[config.mk]
export PLATFORM = sky130hd
export DESIGN_NAME = packet_buffer_manager
export DESIGN_NICKNAME = d
export VERILOG_FILES = /design/src/hdl/pbm_pkg.sv /design/src/hdl/packet_buffer_manager.sv
export VERILOG_INCLUDE_DIRS = /design/src /design/src/hdl
export SDC_FILE = /design/constraint.sdc
export NUM_CORES = 1
export LEC_CHECK = 0
export ABC_AREA = 0
export BUFFER_PORTS_ARGS = -buffer_cell sky130_fd_sc_hd__buf_4
export CORE_ASPECT_RATIO = 0.5
export CORE_UTILIZATION = 62
export CTS_CLUSTER_DIAMETER = 40
export CTS_CLUSTER_SIZE = 10
export DETAILED_ROUTE_END_ITERATION = 10
export PLACE_DENSITY = 0.84
export SYNTH_ARGS = -nofsm -noshare
export SYNTH_HDL_FRONTEND = slang
export SYNTH_SLANG_ARGS = --single-unit
[constraint.sdc]
create_clock -name clk -period 13.9 [get_ports clk]
set_input_delay 0.695 -clock clk [delete_from_list [all_inputs] [get_ports clk]]
set_output_delay 0.695 -clock clk [all_outputs]
set_load 0.01 [all_outputs]
[src/hdl/pbm_consts.svh]
// constants of the packet buffer manager
`ifndef PBM_CONSTS_SVH
`define PBM_CONSTS_SVH

// smallest total memory, shifted left by the size code
`define MEM_MIN_BYTES 17'h02000
// one 2 kbyte transmit bank, shifted by the bank size code less one
`define BANK_MIN_BYTES 17'h00800
// receive header length in bytes
`define RX_HDR_BYTES 16'h0004
// receive frames start on this alignment
`define ALIGN_ADD 16'h0007
`define ALIGN_MASK 16'hfff8
// shortest legal frame, without preamble and crc
`define RUNT_MIN 16'h003c
// memory access time in ns and in clock cycles (at least one)
`define ACC_NS 80
`define CLK_NS 40
`define ACC_CYC 2'((`ACC_NS + `CLK_NS - 1) / `CLK_NS)
// pointer reset value and header byte positions
`define PTR_RST 16'h0000
`define HDR_STATUS 2'h0
`define HDR_LEN_HI 2'h2
`define HDR_LEN_LO 2'h3

`endif

[src/hdl/pbm_pkg.sv]
// types of the packet buffer manager
package pbm_pkg;

  typedef enum logic [0:0] {M_IDLE, M_ACC} mem_e;
  typedef enum logic [2:0] {O_RX, O_RXH, O_TX, O_HW, O_HR} owner_e;
  typedef enum logic [1:0] {RX_IDLE, RX_DATA, RX_HDR, RX_DROP} rx_e;
  typedef enum logic [1:0] {TX_IDLE, TX_HDR0, TX_HDR1, TX_DATA} tx_e;

  // static memory pins
  typedef struct packed {
    logic [15:0] addr;
    logic [7:0]  wdata;
    logic        we_n;
    logic        oe_n;
  } sram_s;

  // whole state of the manager
  typedef struct packed {
    mem_e        ms;
    owner_e      own;
    logic [1:0]  acc;
    sram_s       sram;
    logic        fill;
    logic [15:0] hwp;
    logic        hw_full;
    logic [7:0]  hw_d;
    logic        hw_rdy;
    logic        launch_rdy;
    tx_e         txs;
    logic [6:0]  frames;
    logic [15:0] tp;
    logic [15:0] tfs;
    logic [15:0] trem;
    logic        tx_valid;
    logic        tx_last;
    logic [7:0]  tx_data;
    logic        tx_flush;
    logic        tx_busy;
    logic        tirq;
    rx_e         rxs;
    logic        init;
    logic [15:0] wp;
    logic [15:0] rfs;
    logic [15:0] rlen;
    logic [15:0] used;
    logic [7:0]  rst;
    logic        rh_full;
    logic [7:0]  rh_d;
    logic        rx_rdy;
    logic [1:0]  hidx;
    logic [7:0]  rxf;
    logic        pend;
    logic        rirq;
    logic [15:0] rp;
    logic [15:0] rrs;
    logic [15:0] rcnt;
    logic [15:0] rrlen;
    logic        hr_pend;
    logic [7:0]  hr_d;
    logic        hr_val;
    logic        hr_rdy;
  } st_s;

endpackage

[src/hdl/packet_buffer_manager.sv]
// packet buffer manager: transmit banks, receive ring, memory arbiter
`timescale 1ns/1ps
`include "pbm_consts.svh"

// Contract
// - memory of 8, 16, 32 or 64 kbytes
// - bank code picks 2k single or pairs
// - send queued frames, then stop and flag
// - launch swaps banks (two-bank layout only), transmit starts promptly
// - host writes only advance write pointer
// - reset points host writes at bank start
// - collision resends same frame from bank
// - rest of memory is receive ring
// - receive frames start eight-byte aligned
// - read pointer wraps like write pointer
// - four-byte header, length gives next start
// - ring size is memory minus transmit
// - pending flag; host reads free space (no port here; used count stays internal)
// - drop frame lacking room, never overwrite
// - bad frames dropped unless kept, flagged
// - runts kept only when enabled
// - arbiter interleaves all four transfer kinds
// - host port through one-byte holding stages, sram strobes
// - signal host when a frame arrives
// - header holds status, zero, byte count
// - ring stores frames without preamble, crc
module packet_buffer_manager
  import pbm_pkg::*;
(
  input  wire logic        clk,
  input  wire logic        rstn,
  input  wire logic [1:0]  mem_size,
  input  wire logic        bank_size_hi,
  input  wire logic        bank_size_lo,
  input  wire logic        keep_errored,
  input  wire logic        keep_runts,
  input  wire logic        tx_irq_en,
  input  wire logic        host_wr,
  input  wire logic [7:0]  host_wdata,
  output logic             host_wr_ready,
  input  wire logic        host_rd,
  output logic             host_rd_ready,
  output logic [7:0]       host_rdata,
  output logic             host_rd_valid,
  input  wire logic        launch,
  input  wire logic [6:0]  queued_frame_count,
  output logic             launch_ready,
  output logic             tx_busy,
  output logic [7:0]       tx_data,
  output logic             tx_valid,
  output logic             tx_last,
  input  wire logic        tx_ready,
  input  wire logic        tx_collision,
  output logic             tx_irq,
  input  wire logic        rx_valid,
  input  wire logic [7:0]  rx_data,
  input  wire logic        rx_end,
  input  wire logic        rx_bad,
  input  wire logic [7:0]  rx_status,
  output logic             rx_ready,
  output logic             rx_pending,
  output logic             rx_irq,
  output sram_s            sram,
  input  wire logic [7:0]  sram_rdata
);

  //////////////////////////////////////////////////////////////////////
  // helpers

  // round a length up to the receive alignment
  function automatic logic [15:0] align8(input logic [15:0] x);
    align8 = (x + `ALIGN_ADD) & `ALIGN_MASK;
  endfunction

  // advance a pointer inside the ring, wrapping from top to base
  function automatic logic [15:0] ring_add(input logic [15:0] p,
                                           input logic [15:0] n,
                                           input logic [15:0] base,
                                           input logic [15:0] top);
    logic [16:0] s;
    s = {1'b0, p} + {1'b0, n};
    if (s > {1'b0, top}) begin
      s = s - {1'b0, top} - 17'h00001 + {1'b0, base};
    end
    ring_add = s[15:0];
  endfunction

  //////////////////////////////////////////////////////////////////////
  // memory layout

  logic [1:0]  bank_code;
  logic [16:0] mem_bytes;
  logic [16:0] bank_bytes;
  logic [16:0] tx_bytes;
  logic [16:0] ring_bytes;
  logic [15:0] top;
  logic [15:0] rx_base;
  logic        two_banks;

  always_comb begin
    bank_code  = {bank_size_hi, bank_size_lo};
    two_banks  = (bank_code != 2'h0);
    mem_bytes  = `MEM_MIN_BYTES << mem_size;
    bank_bytes = two_banks ? (`BANK_MIN_BYTES << (bank_code - 2'h1))
                           : `BANK_MIN_BYTES;
    tx_bytes   = two_banks ? (bank_bytes << 1) : bank_bytes;
    ring_bytes = mem_bytes - tx_bytes;
    top        = 16'(mem_bytes - 17'h00001);
    rx_base    = tx_bytes[15:0];
  end

  //////////////////////////////////////////////////////////////////////
  // state

  st_s st;
  st_s next_st;

  logic        need_rx;
  logic        need_rxh;
  logic        need_tx;
  logic        need_hw;
  logic        need_hr;
  logic [15:0] span;
  logic [15:0] rspan;
  logic [7:0]  hdr_byte;

  always_comb begin
    next_st = st;
    span    = align8(`RX_HDR_BYTES + st.rlen);
    rspan   = align8(`RX_HDR_BYTES + st.rrlen);
    next_st.tirq   = 1'b0;
    next_st.rirq   = 1'b0;
    next_st.hr_val = 1'b0;

    // header bytes: status, unused, length high, length low
    unique case (st.hidx)
      `HDR_STATUS: hdr_byte = st.rst;
      `HDR_LEN_HI: hdr_byte = st.rlen[15:8];
      `HDR_LEN_LO: hdr_byte = st.rlen[7:0];
      default:     hdr_byte = 8'h00;
    endcase

    // host write only captured, pointer moves when stored
    if (host_wr && st.hw_rdy) begin
      next_st.hw_full = 1'b1;
      next_st.hw_d    = host_wdata;
    end
    // host read request, one byte at a time
    if (host_rd && st.hr_rdy) begin
      next_st.hr_pend = 1'b1;
    end

    // launch swaps banks at once in the two-bank layout
    if (launch && st.launch_rdy && queued_frame_count != 7'h00) begin
      next_st.tp      = st.fill ? bank_bytes[15:0] : `PTR_RST;
      next_st.tfs     = st.fill ? bank_bytes[15:0] : `PTR_RST;
      next_st.frames  = queued_frame_count;
      next_st.tx_busy = 1'b1;
      next_st.txs     = TX_HDR0;
      if (two_banks) begin
        next_st.fill = ~st.fill;
        next_st.hwp  = st.fill ? `PTR_RST : bank_bytes[15:0];
      end else begin
        next_st.hwp  = `PTR_RST;
      end
    end

    // frame handed over; stop and flag after the last one
    if (st.tx_valid && tx_ready) begin
      next_st.tx_valid = 1'b0;
      if (st.tx_last) begin
        next_st.tfs    = st.tp;
        next_st.frames = st.frames - 7'h01;
        if (st.frames == 7'h01) begin
          next_st.txs     = TX_IDLE;
          next_st.tx_busy = 1'b0;
          next_st.tirq    = tx_irq_en;
        end else begin
          next_st.txs = TX_HDR0;
        end
      end
    end

    // receiver side: frame start, data, end of frame
    unique case (st.rxs)
      RX_IDLE: begin
        if (st.init) begin
          next_st.wp   = rx_base;
          next_st.rp   = rx_base;
          next_st.rrs  = rx_base;
          next_st.init = 1'b0;
        end else if (rx_valid && st.rx_rdy) begin
          // frame starts at the aligned write pointer
          next_st.rfs     = st.wp;
          next_st.rlen    = 16'h0001;
          // even the first byte needs room, else the oldest frame is hit
          if ({1'b0, st.used} + {1'b0, align8(`RX_HDR_BYTES + 16'h0001)} > ring_bytes) begin
            next_st.rxs = RX_DROP;
          end else begin
            next_st.wp      = ring_add(st.wp, `RX_HDR_BYTES, rx_base, top);
            next_st.rh_full = 1'b1;
            next_st.rh_d    = rx_data;
            next_st.rxs     = RX_DATA;
          end
        end
      end
      RX_DATA: begin
        if (rx_valid && st.rx_rdy) begin
          // room for the frame so far, else give it up
          if ({1'b0, st.used} + {1'b0, align8(`RX_HDR_BYTES + st.rlen
              + 16'h0001)} > ring_bytes) begin
            next_st.wp  = st.rfs;
            next_st.rxs = RX_DROP;
          end else begin
            next_st.rlen    = st.rlen + 16'h0001;
            next_st.rh_full = 1'b1;
            next_st.rh_d    = rx_data;
          end
        end else if (rx_end && st.rx_rdy) begin
          if ((rx_bad && !keep_errored) ||
              (st.rlen < `RUNT_MIN && !keep_runts)) begin
            next_st.wp  = st.rfs;
            next_st.rxs = RX_IDLE;
          end else begin
            next_st.rst  = rx_status;
            next_st.hidx = 2'h0;
            next_st.rxs  = RX_HDR;
          end
        end
      end
      RX_HDR: begin
      end
      RX_DROP: begin
        if (rx_end && st.rx_rdy) begin
          next_st.rxs = RX_IDLE;
        end
      end
    endcase

    // requests of all four transfer kinds
    need_rx  = st.rxs == RX_DATA && st.rh_full;
    need_rxh = st.rxs == RX_HDR;
    need_tx  = st.txs != TX_IDLE && !st.tx_valid && !st.tx_flush &&
               (st.txs != TX_DATA || st.trem != 16'h0000);
    need_hw  = st.hw_full;
    need_hr  = st.hr_pend;

    unique case (st.ms)
      M_IDLE: begin
        next_st.acc = `ACC_CYC - 2'h1;
        // receiver first, transmitter next, host last
        // address, data and strobe set for the whole access
        if (need_rx || need_rxh) begin
          next_st.ms         = M_ACC;
          next_st.own        = need_rx ? O_RX : O_RXH;
          next_st.sram.we_n  = 1'b0;
          next_st.sram.addr  = need_rx ? st.wp
                             : ring_add(st.rfs, {14'h0000, st.hidx}, rx_base, top);
          next_st.sram.wdata = need_rx ? st.rh_d : hdr_byte;
        end else if (need_tx) begin
          next_st.ms        = M_ACC;
          next_st.own       = O_TX;
          next_st.sram.oe_n = 1'b0;
          next_st.sram.addr = st.tp;
        end else if (need_hw) begin
          // host data reaches sram through its holding stage
          next_st.ms         = M_ACC;
          next_st.own        = O_HW;
          next_st.sram.we_n  = 1'b0;
          next_st.sram.addr  = st.hwp;
          next_st.sram.wdata = st.hw_d;
        end else if (need_hr) begin
          next_st.ms        = M_ACC;
          next_st.own       = O_HR;
          next_st.sram.oe_n = 1'b0;
          next_st.sram.addr = st.rp;
        end
      end
      M_ACC: begin
        if (st.acc != 2'h0) begin
          next_st.acc = st.acc - 2'h1;
        end else begin
          // access ends: strobes released, owner sees the result
          next_st.ms        = M_IDLE;
          next_st.sram.we_n = 1'b1;
          next_st.sram.oe_n = 1'b1;
          unique case (st.own)
            O_RX: begin
              // only frame body bytes arrive from the mac
              // write pointer wraps into the ring base
              next_st.rh_full = 1'b0;
              next_st.wp      = ring_add(st.wp, 16'h0001, rx_base, top);
            end
            O_RXH: begin
              next_st.hidx = st.hidx + 2'h1;
              if (st.hidx == `HDR_LEN_LO) begin
                // stored length sets the next frame start
                next_st.wp   = ring_add(st.rfs, span, rx_base, top);
                next_st.used = st.used + span;
                next_st.rxf  = st.rxf + 8'h01;
                next_st.rirq = 1'b1;
                next_st.rxs  = RX_IDLE;
              end
            end
            O_TX: begin
              if (st.tx_flush) begin
                next_st.tx_flush = 1'b0;
              end else begin
                next_st.tp = st.tp + 16'h0001;
                // two-byte length ahead of each frame, not sent
                unique case (st.txs)
                  TX_HDR0: begin
                    next_st.trem[15:8] = sram_rdata;
                    next_st.txs        = TX_HDR1;
                  end
                  TX_HDR1: begin
                    next_st.trem[7:0] = sram_rdata;
                    next_st.txs       = TX_DATA;
                  end
                  default: begin
                    next_st.tx_valid = 1'b1;
                    next_st.tx_data  = sram_rdata;
                    next_st.tx_last  = (st.trem == 16'h0001);
                    next_st.trem     = st.trem - 16'h0001;
                  end
                endcase
              end
            end
            O_HW: begin
              next_st.hw_full = 1'b0;
              next_st.hwp     = st.hwp + 16'h0001;
            end
            default: begin
              next_st.hr_pend = 1'b0;
              next_st.hr_d    = sram_rdata;
              next_st.hr_val  = 1'b1;
              next_st.rcnt    = st.rcnt + 16'h0001;
              // each byte read frees its space
              next_st.used    = st.used - 16'h0001;
              if (st.rcnt == 16'(`HDR_LEN_HI)) begin
                next_st.rrlen[15:8] = sram_rdata;
              end
              if (st.rcnt == 16'(`HDR_LEN_LO)) begin
                next_st.rrlen[7:0] = sram_rdata;
              end
              if (st.rcnt > 16'(`HDR_LEN_LO) &&
                  st.rcnt == 16'(`HDR_LEN_LO) + st.rrlen) begin
                // skip the pad and wrap to the next frame
                next_st.rp   = ring_add(st.rrs, rspan, rx_base, top);
                next_st.rrs  = ring_add(st.rrs, rspan, rx_base, top);
                next_st.used = st.used - (rspan - `RX_HDR_BYTES - st.rrlen) - 16'h0001;
                next_st.rcnt = 16'h0000;
                next_st.rxf  = st.rxf - 8'h01;
              end else begin
                next_st.rp = ring_add(st.rp, 16'h0001, rx_base, top);
              end
            end
          endcase
        end
      end
    endcase

    // collision rewinds to the frame start; mac times the backoff
    // after the arbiter, so it wins over a read ending or granted this cycle
    if (tx_collision && st.txs != TX_IDLE) begin
      next_st.tp       = st.tfs;
      next_st.txs      = TX_HDR0;
      next_st.tx_valid = 1'b0;
      next_st.tx_flush = (next_st.ms == M_ACC && next_st.own == O_TX);
    end

    // registered readiness and status, taken from the next state
    next_st.hw_rdy     = !next_st.hw_full;
    next_st.hr_rdy     = !next_st.hr_pend && next_st.rxf != 8'h00;
    next_st.launch_rdy = next_st.txs == TX_IDLE && !next_st.hw_full;
    next_st.rx_rdy     = !next_st.init && !next_st.rh_full &&
                         next_st.rxs != RX_HDR;
    next_st.pend       = next_st.rxf != 8'h00;
  end

  //////////////////////////////////////////////////////////////////////
  // registers; reset points host writes at the start of bank zero

  always_ff @(posedge clk) begin
    if (!rstn) begin
      st            <= '0;
      st.ms         <= M_IDLE;
      st.own        <= O_RX;
      st.txs        <= TX_IDLE;
      st.rxs        <= RX_IDLE;
      st.sram.we_n  <= 1'b1;
      st.sram.oe_n  <= 1'b1;
      st.hwp        <= `PTR_RST;
      st.init       <= 1'b1;
      st.hw_rdy     <= 1'b1;
      st.launch_rdy <= 1'b1;
    end else begin
      st <= next_st;
    end
  end

  // outputs straight from the state register
  assign host_wr_ready = st.hw_rdy;
  assign host_rd_ready = st.hr_rdy;
  assign host_rdata    = st.hr_d;
  assign host_rd_valid = st.hr_val;
  assign launch_ready  = st.launch_rdy;
  assign tx_busy       = st.tx_busy;
  assign tx_data       = st.tx_data;
  assign tx_valid      = st.tx_valid;
  assign tx_last       = st.tx_last;
  assign tx_irq        = st.tirq;
  assign rx_ready      = st.rx_rdy;
  assign rx_pending    = st.pend;
  assign rx_irq        = st.rirq;
  assign sram          = st.sram;

endmodule

### Yosys cells after proc, flatten, opt, wreduce, memory -nomap -nowiden

Index checks and enable logic that the tools add are counted.

| storage, ports and cells | value |
|---|---|
| bits in registers | 302 |
| latch bits | 0 |
| bits in writable memories | 0 |
| memory bits (read-only) | 0 |
| input bits | 56 |
| output and inout bits | 53 |
| logic and storage cells | 363 |
| memories | 0 |

| operators by class | value |
|---|---|
| add/sub/neg operators | 52 |
| $mul | 0 |
| divide/modulo/power cells | 0 |
| magnitude comparators | 10 |
| equal/unequal tests | 33 |
| shift-type cells | 2 |
| mux-type cells | 134 |
| bitwise gates (word level) | 14 |
| reduce and logical (&&, ||, !) cells | 70 |

Operators with widths:

| kind | count |
|---|---|
| $mux 16 | 36 |
| $mux 74 | 3 |
| $sub 16x1->16 const B | 10 |
| $pmux 16 s2 | 4 |
| $sub 16x16->16 | 8 |
| $add 16x16->16 | 7 |
| $gt 17x16->1 | 6 |
| $mux 32 | 3 |
| $mux 9 | 10 |
| $mux 17 | 5 |
| $add 16x1->16 const B | 5 |
| $mux 2 | 27 |
| $add 16x16->17 | 3 |
| $add 16x3->16 const B | 3 |
| $mux 48 | 1 |
| $pmux 8 s2 | 3 |
| $mux 41 | 1 |
| $mux 10 | 4 |
| $mux 8 | 5 |
| $add 16x1->17 const B | 2 |
| $gt 17x17->1 | 2 |
| $mux 11 | 3 |
| $add 3x16->16 const A | 2 |
| $eq 16x2->1 const B | 2 |
| 53 further kinds | 160 |

### Depth between registers and ports, before layout

| logic depth | value |
|---|---|
| depth in word-level cells | 16 |
| depth in mapped cells | 29 |
| depth with buffers taken out | 27 |

### Least setup slack after synthesis

OpenSTA, ideal clock, no wires.

| path | value |
|---|---|
| path type | reg-to-reg |
| start point | reg st[123] (netlist bit) |
| end point | reg st[163] (netlist bit) |
| library setup time | 0.117 ns |
| arrival | 5.537 ns |
| required time | 13.783 ns |
| slack | 8.245 ns |
| cell stages (with the launch flop) | 29 |
| buffers on the path | 3 |
| period minus slack after synthesis | 5.655 ns |
| cells stage by stage | dfxtp_1 > clkbuf_1 > inv_1 > ha_1 > inv_1 > ha_1 > xnor2_1 > ha_1 > nor2b_1 > o21ai_0 > a21boi_0 > o31a_1 > o21a_1 > nor2_1 > o21ai_0 > a21oi_1 > o21ai_0 > xor2_1 > ha_1 > nand4_1 > nor4_1 > o2111ai_1 > o32ai_2 > o21ai_1 > clkbuf_1 > buf_1 > nor2_1 > o21ai_0 > a32o_1 |

| on the way | value |
|---|---|
| cells in the longest elaborated chain, start to end | 12 |
| elaborated cells between the ends (all ways) | 24 |
| classes of those cells | add/sub (9); order compare (3); mux (10); reduce/logical (2) |

Ends and longest elaborated chain:

| item | line | text |
|---|---|---|
| from (decl) | packet_buffer_manager.sv:115 | `st_s st;` |
| from (signal assigned) | packet_buffer_manager.sv:398 | `st <= next_st;` |
| branches (longest 11 deep; another with $add 16x16->17) | - |  |
| $mux 16 (*) | packet_buffer_manager.sv:248 | `unique case (st.ms)` |

Mark *: on every way between the ends.
A chain may end at the register's enable or synchronous reset.

### Worst setup path in the final report

| path | value |
|---|---|
| start point | reg st[123] (netlist bit) |
| end point | reg st[155] (netlist bit) |

| on the way | value |
|---|---|
| cells in the longest elaborated chain, start to end | 12 |
| elaborated cells between the ends (all ways) | 21 |
| classes of those cells | add/sub (6); order compare (3); mux (10); reduce/logical (2) |

Ends and longest elaborated chain:

| item | line | text |
|---|---|---|
| $add 3x16->16 (no line) | - |  |
| $add 16x1->16 (no line) | - |  |
| $add 16x3->16 (no line) | - |  |
| $add 16x16->17 | packet_buffer_manager.sv:210 | `` if ({1'b0, st.used} + {1'b0, align8(`RX_HDR_BYTES + st.rlen `` |
| $gt 17x17->1 | packet_buffer_manager.sv:210 |  |
| $mux 16 | packet_buffer_manager.sv:210 |  |
| $mux 16 | packet_buffer_manager.sv:208 | `if (rx_valid && st.rx_rdy) begin` |
| $pmux 16 s2 | packet_buffer_manager.sv:185 | `unique case (st.rxs)` |
| $mux 16 | packet_buffer_manager.sv:296 | `` if (st.hidx == `HDR_LEN_LO) begin `` |
| $pmux 16 s2 | packet_buffer_manager.sv:287 | `unique case (st.own)` |
| $mux 16 | packet_buffer_manager.sv:280 | `if (st.acc != 2'h0) begin` |
| $mux 16 (*) | packet_buffer_manager.sv:248 |  |

Mark *: on every way between the ends. The rest lies on a longest branch, timed or not.

==> results.yml <==
sta:
  layout_worst_path_cycle_share_pct: 45.23
  finalHoldViolations: 0
  layout_setup_ws_ns: 7.613
  timing.fmax_ghz: 0.1591
  timing.final.max_slew_violations: 0
  timing.clock.skew_ns: 0.01410
  grt_setup_unrepaired: "false"
  fin_tns_setup_ns: 0
  relSlewSlack_pct: 5.001
  finalSetupViolCount: 0
  worst_slew_pin_slew_ns: 1.414
  fin_crit_ns: 6.287
finish:
  fillerInstances: 3145
  layout.area.seq_sq_um: 6046
  layout-drive-gt1-share_pct: 8.058
  antenna-diode-count: 0
  multi_input_comb_area_sq_um: 16130
  final-instance-count-excl-fill: 3522
  synthToLayoutAreaGrowth_pct: 7.750
  design.final.nets: 3276
  finish.instance_area_sq_um: 25400
global_route:
  grt_pass1_vias: 21400
  grt_overflow: 0
  track_usage_pct: 37.49
  antenna_found_initial: 0
  grt_first_pass_wirelength_mm: 117.1
  grt_start_max_net_pins: 104
cts:
  cts_setup_buffers: 0
  clock_path_buffers: 3
  htree_num_levels: 2
  cts_repair_resize_count: 0
  tritoncts.num_buffers: 40
  clock_latency_ns: 0.55
  clk_pin_slew_worst_paths_ns: 0.06
  cts.sinks: 302
  root_buffer: "clkbuf_16"
  cts_tree: "done"
  hold_buffer_count_at_cts: 0
flow_run:
  timing.max_cap.violations: 0
placement:
  postPlaceCellArea_sq_um: 24190
  place.detailed.hpwl_mm: 55.02
  numPlacedInstances: 3465
  number_of_buffers_inserted_by_port_buffering: 108
  pre_cts_ws_ns: 7.754
  gp_routability_congestion: 1.046
detailed_routing:
  post-route-drc-count: 0
  ant_nets: 0
  num_vias: 23350
  drt_iter0_drc: 2877
  wl_cell_microns: 21.33
  drt-pass1-iter-count: 8
  routed_wire_length_mm: 75.11
  route.detailed.vias_per_inst: 6.629
min_path:
  hp-start: "tx_irq_en"
  worstHoldEndpoint: "tx_irq"
  classification_of_the_worst_slack_hold_path: "in2reg"
  holdPathStages: 2
die:
  core_region_area_sq_um: 37410
  fp.dieArea_sq_um: 38850
  die_x_microns: 277.7
  start_util_pct: 63.00
  floorplan.rows: 50
  pin_count: 109
  dieHeight_microns: 139.9
synthesis:
  synthDominantCellAreaShare_pct: 25.65
  netlist_area_sq_um: 23570
  syn_avg_cell_area_sq_um: 7.693
  count_of_yosys_warnings_during_synthesis: 0
  netlist_top_cells_area: "dfxtp_1, ha_1, nand2_1, xnor2_1, a21oi_1"
  post_synth_edffs: 0
  synth_seq_area_share_pct: 25.65
  synth_fp_nets: 3327
  postSynthRegisterBits: 302
  post_synth_num_cell_types: 92
  asyncSetResetFlopFracSynth_pct: 0
  synth.largest_area_cell: "dfxtp_1"
  ys_dominant_reg_cell: "dfxtp_1"
  post_synthesis_cell_count: 3064
pwr:
  worst_vdd_rail_ir_drop_mv: 0.07347
  power_density_nw_per_um2: 90.92
  leakage_nw: 10.14
setup_path:
  cp_data_arrival_time_ns: 6.72
  path_class: "reg2reg"
  reg2reg_from: "st[123]"
  timing.critical_path.from_type: "register"
  ff2ff_path_depth: 26
  crit_fanout: 15
  cp_data_required_time_ns: 14.34
  timing.critical_path.to_type: "register"
  rrSetupSlack_ns: 7.61
  timing.rr.end: "st[155]"
status:
  run_status: "complete, no violations"
==> cell usage after synthesis, types with 7 or more instances <==
| cell | number |
|---|---|
| fa_1 | 25 |
| o31ai_1 | 14 |
| nor2_1 | 298 |
| mux2_2 | 17 |
| buf_4 | 43 |
| nor3b_1 | 14 |
| nand3_1 | 125 |
| nor3_1 | 82 |
| o211ai_1 | 41 |
| o2111ai_1 | 7 |
| a22oi_1 | 21 |
| or2_2 | 14 |
| and4_1 | 8 |
| a21boi_0 | 7 |
| a221oi_1 | 20 |
| or3_1 | 32 |
| buf_1 | 12 |
| inv_1 | 99 |
| dfxtp_1 | 302 |
| or4_1 | 7 |
| a222oi_1 | 9 |
| and3_1 | 32 |
| a211oi_1 | 37 |
| ha_1 | 182 |
| and2_1 | 22 |
| o22ai_1 | 10 |
| a311oi_1 | 12 |
| xor2_1 | 120 |
| xnor2_1 | 145 |
| a31oi_1 | 21 |
| o21ai_0 | 161 |
| nand2b_1 | 20 |
| clkbuf_1 | 159 |
| mux2i_1 | 76 |
| a21o_1 | 37 |
| nand2_1 | 364 |
| nor2b_1 | 18 |
| o21a_1 | 17 |
| nand4_1 | 34 |
| buf_2 | 11 |
| a21oi_1 | 228 |
| nor4_1 | 30 |
| o221ai_1 | 12 |
==> power by group <==
part           leakage (nW)  total (mW)  internal [mW]  switching (mW)
combinational          7.11       0.383          0.141           0.242
sequential             2.45       0.943          0.897          0.0461
clock                 0.588       0.983          0.582           0.401
total                  10.1        2.31           1.62           0.689
==> layout make-up <==
type                            instances  share of cell area [%]
Multi-Input combinational cell       2433                   63.51
Clock buffer                           49                   4.399
Timing Repair Buffer                  134                   3.961
Sequential cell                       302                   23.81
Tap cell                              494                   2.434
Clock inverter                          8                  0.3646
Inverter                              102                   1.527
==> cell usage in the layout (no fill, tap or decap), drive strengths merged, types with 21 or more instances in the layout <==
| cell | n |
|---|---|
| a211oi | 37 |
| a21o | 37 |
| a21oi | 228 |
| a22oi | 21 |
| a31oi | 21 |
| and2 | 22 |
| and3 | 32 |
| buf | 134 |
| clkbuf | 49 |
| dfxtp | 302 |
| fa | 25 |
| ha | 182 |
| inv | 103 |
| mux2i | 76 |
| nand2 | 364 |
| nand3 | 126 |
| nand4 | 35 |
| nor2 | 299 |
| nor3 | 84 |
| nor4 | 33 |
| o211ai | 41 |
| o21ai | 167 |
| or3 | 32 |
| xnor2 | 145 |
| xor2 | 120 |
==> layer usage <==
layer	track usage, %	up-vias	share of wire, %
met5	0	-	0
met4	14.16	0	3.9
met3	8.798	237	12
met2	56.47	1325	43
met1	51.85	11030	42
li1	-	10760	-
==> logic make-up (layout without fill, tap and decap cells) <==
kind of cell / after synthesis / after routing / share of synthesized area (%)
AND/OR/NAND/NOR: 1131 / 1131 / 22.60
AO/OA/AOI/OAI: 735 / 735 / 19.98
buffers and inverters: 329 / 293 / 5.993
flip-flops: 302 / 302 / 25.65
XOR/XNOR: 265 / 265 / 9.847
adder cells (fa/ha/maj): 207 / 207 / 11.78
multiplexers: 94 / 94 / 4.135
other: 1 / 1 / 0.01591
==> worst max-delay path, cell delays in order (launching register included) <==
cell and delay, ns:
dfxtp_1 0.52, ha_1 0.37, xor2_1 0.31, ha_1 0.28
xnor2_1 0.17, ha_1 0.31, nor2b_1 0.14, o21ai_0 0.19
a21boi_0 0.18, o31a_1 0.29, o21a_1 0.18, nor2_1 0.15
o21ai_0 0.10, a21oi_1 0.23, o21ai_0 0.15, xor2_1 0.16
ha_1 0.30, nand4_1 0.10, nor4_1 0.26, o2111ai_1 0.17
o32ai_2 0.26, buf_4 0.23, o21ai_1 0.19, buf_4 0.30
mux2_2 0.29, a221oi_1 0.25, o21ai_0 0.10
==> state kept, by name, summed over array words and instances, names as in the netlist <==
| register | flops |
|---|---|
| rx_pending | 1 |
| need_hw | 1 |
| host_rd_ready | 1 |
| tx_last | 1 |
| host_wr_ready | 1 |
| rx_ready | 1 |
| tx_valid | 1 |
| tx_irq | 1 |
| tx_data | 8 |
| host_rdata | 8 |
| host_rd_valid | 1 |
| launch_ready | 1 |
| sram | 26 |
| rx_irq | 1 |
| need_hr | 1 |
| tx_busy | 1 |
| st | 247 |
==> worst max-delay path by stage <==
stage          cells after the start  slack [ns]       to  startpoint
6_report                          26        7.61  st[155]     st[123]
5_1_grt                           24        7.19  st[168]     st[123]
4_1_cts                           26        7.73  st[155]     st[123]
3_5_place_dp                      26        7.75  st[155]     st[123]
3_3_place_gp                      26        7.95  st[155]     st[123]
2_1_floorplan                     28        8.25  st[163]     st[123]
==> through the flow <==
step	power (mW)	hold WS, ns	util (%)
after floorplan	1.208	0.4220	-
after global placement	1.316	0.4322	64.65
after detailed placement	1.326	0.4448	64.65
after CTS	2.296	0.3715	67.89
after global routing	2.382	0.3717	67.89
final	2.309	0.3782	67.89
Power figures use the tool's default switching activity.
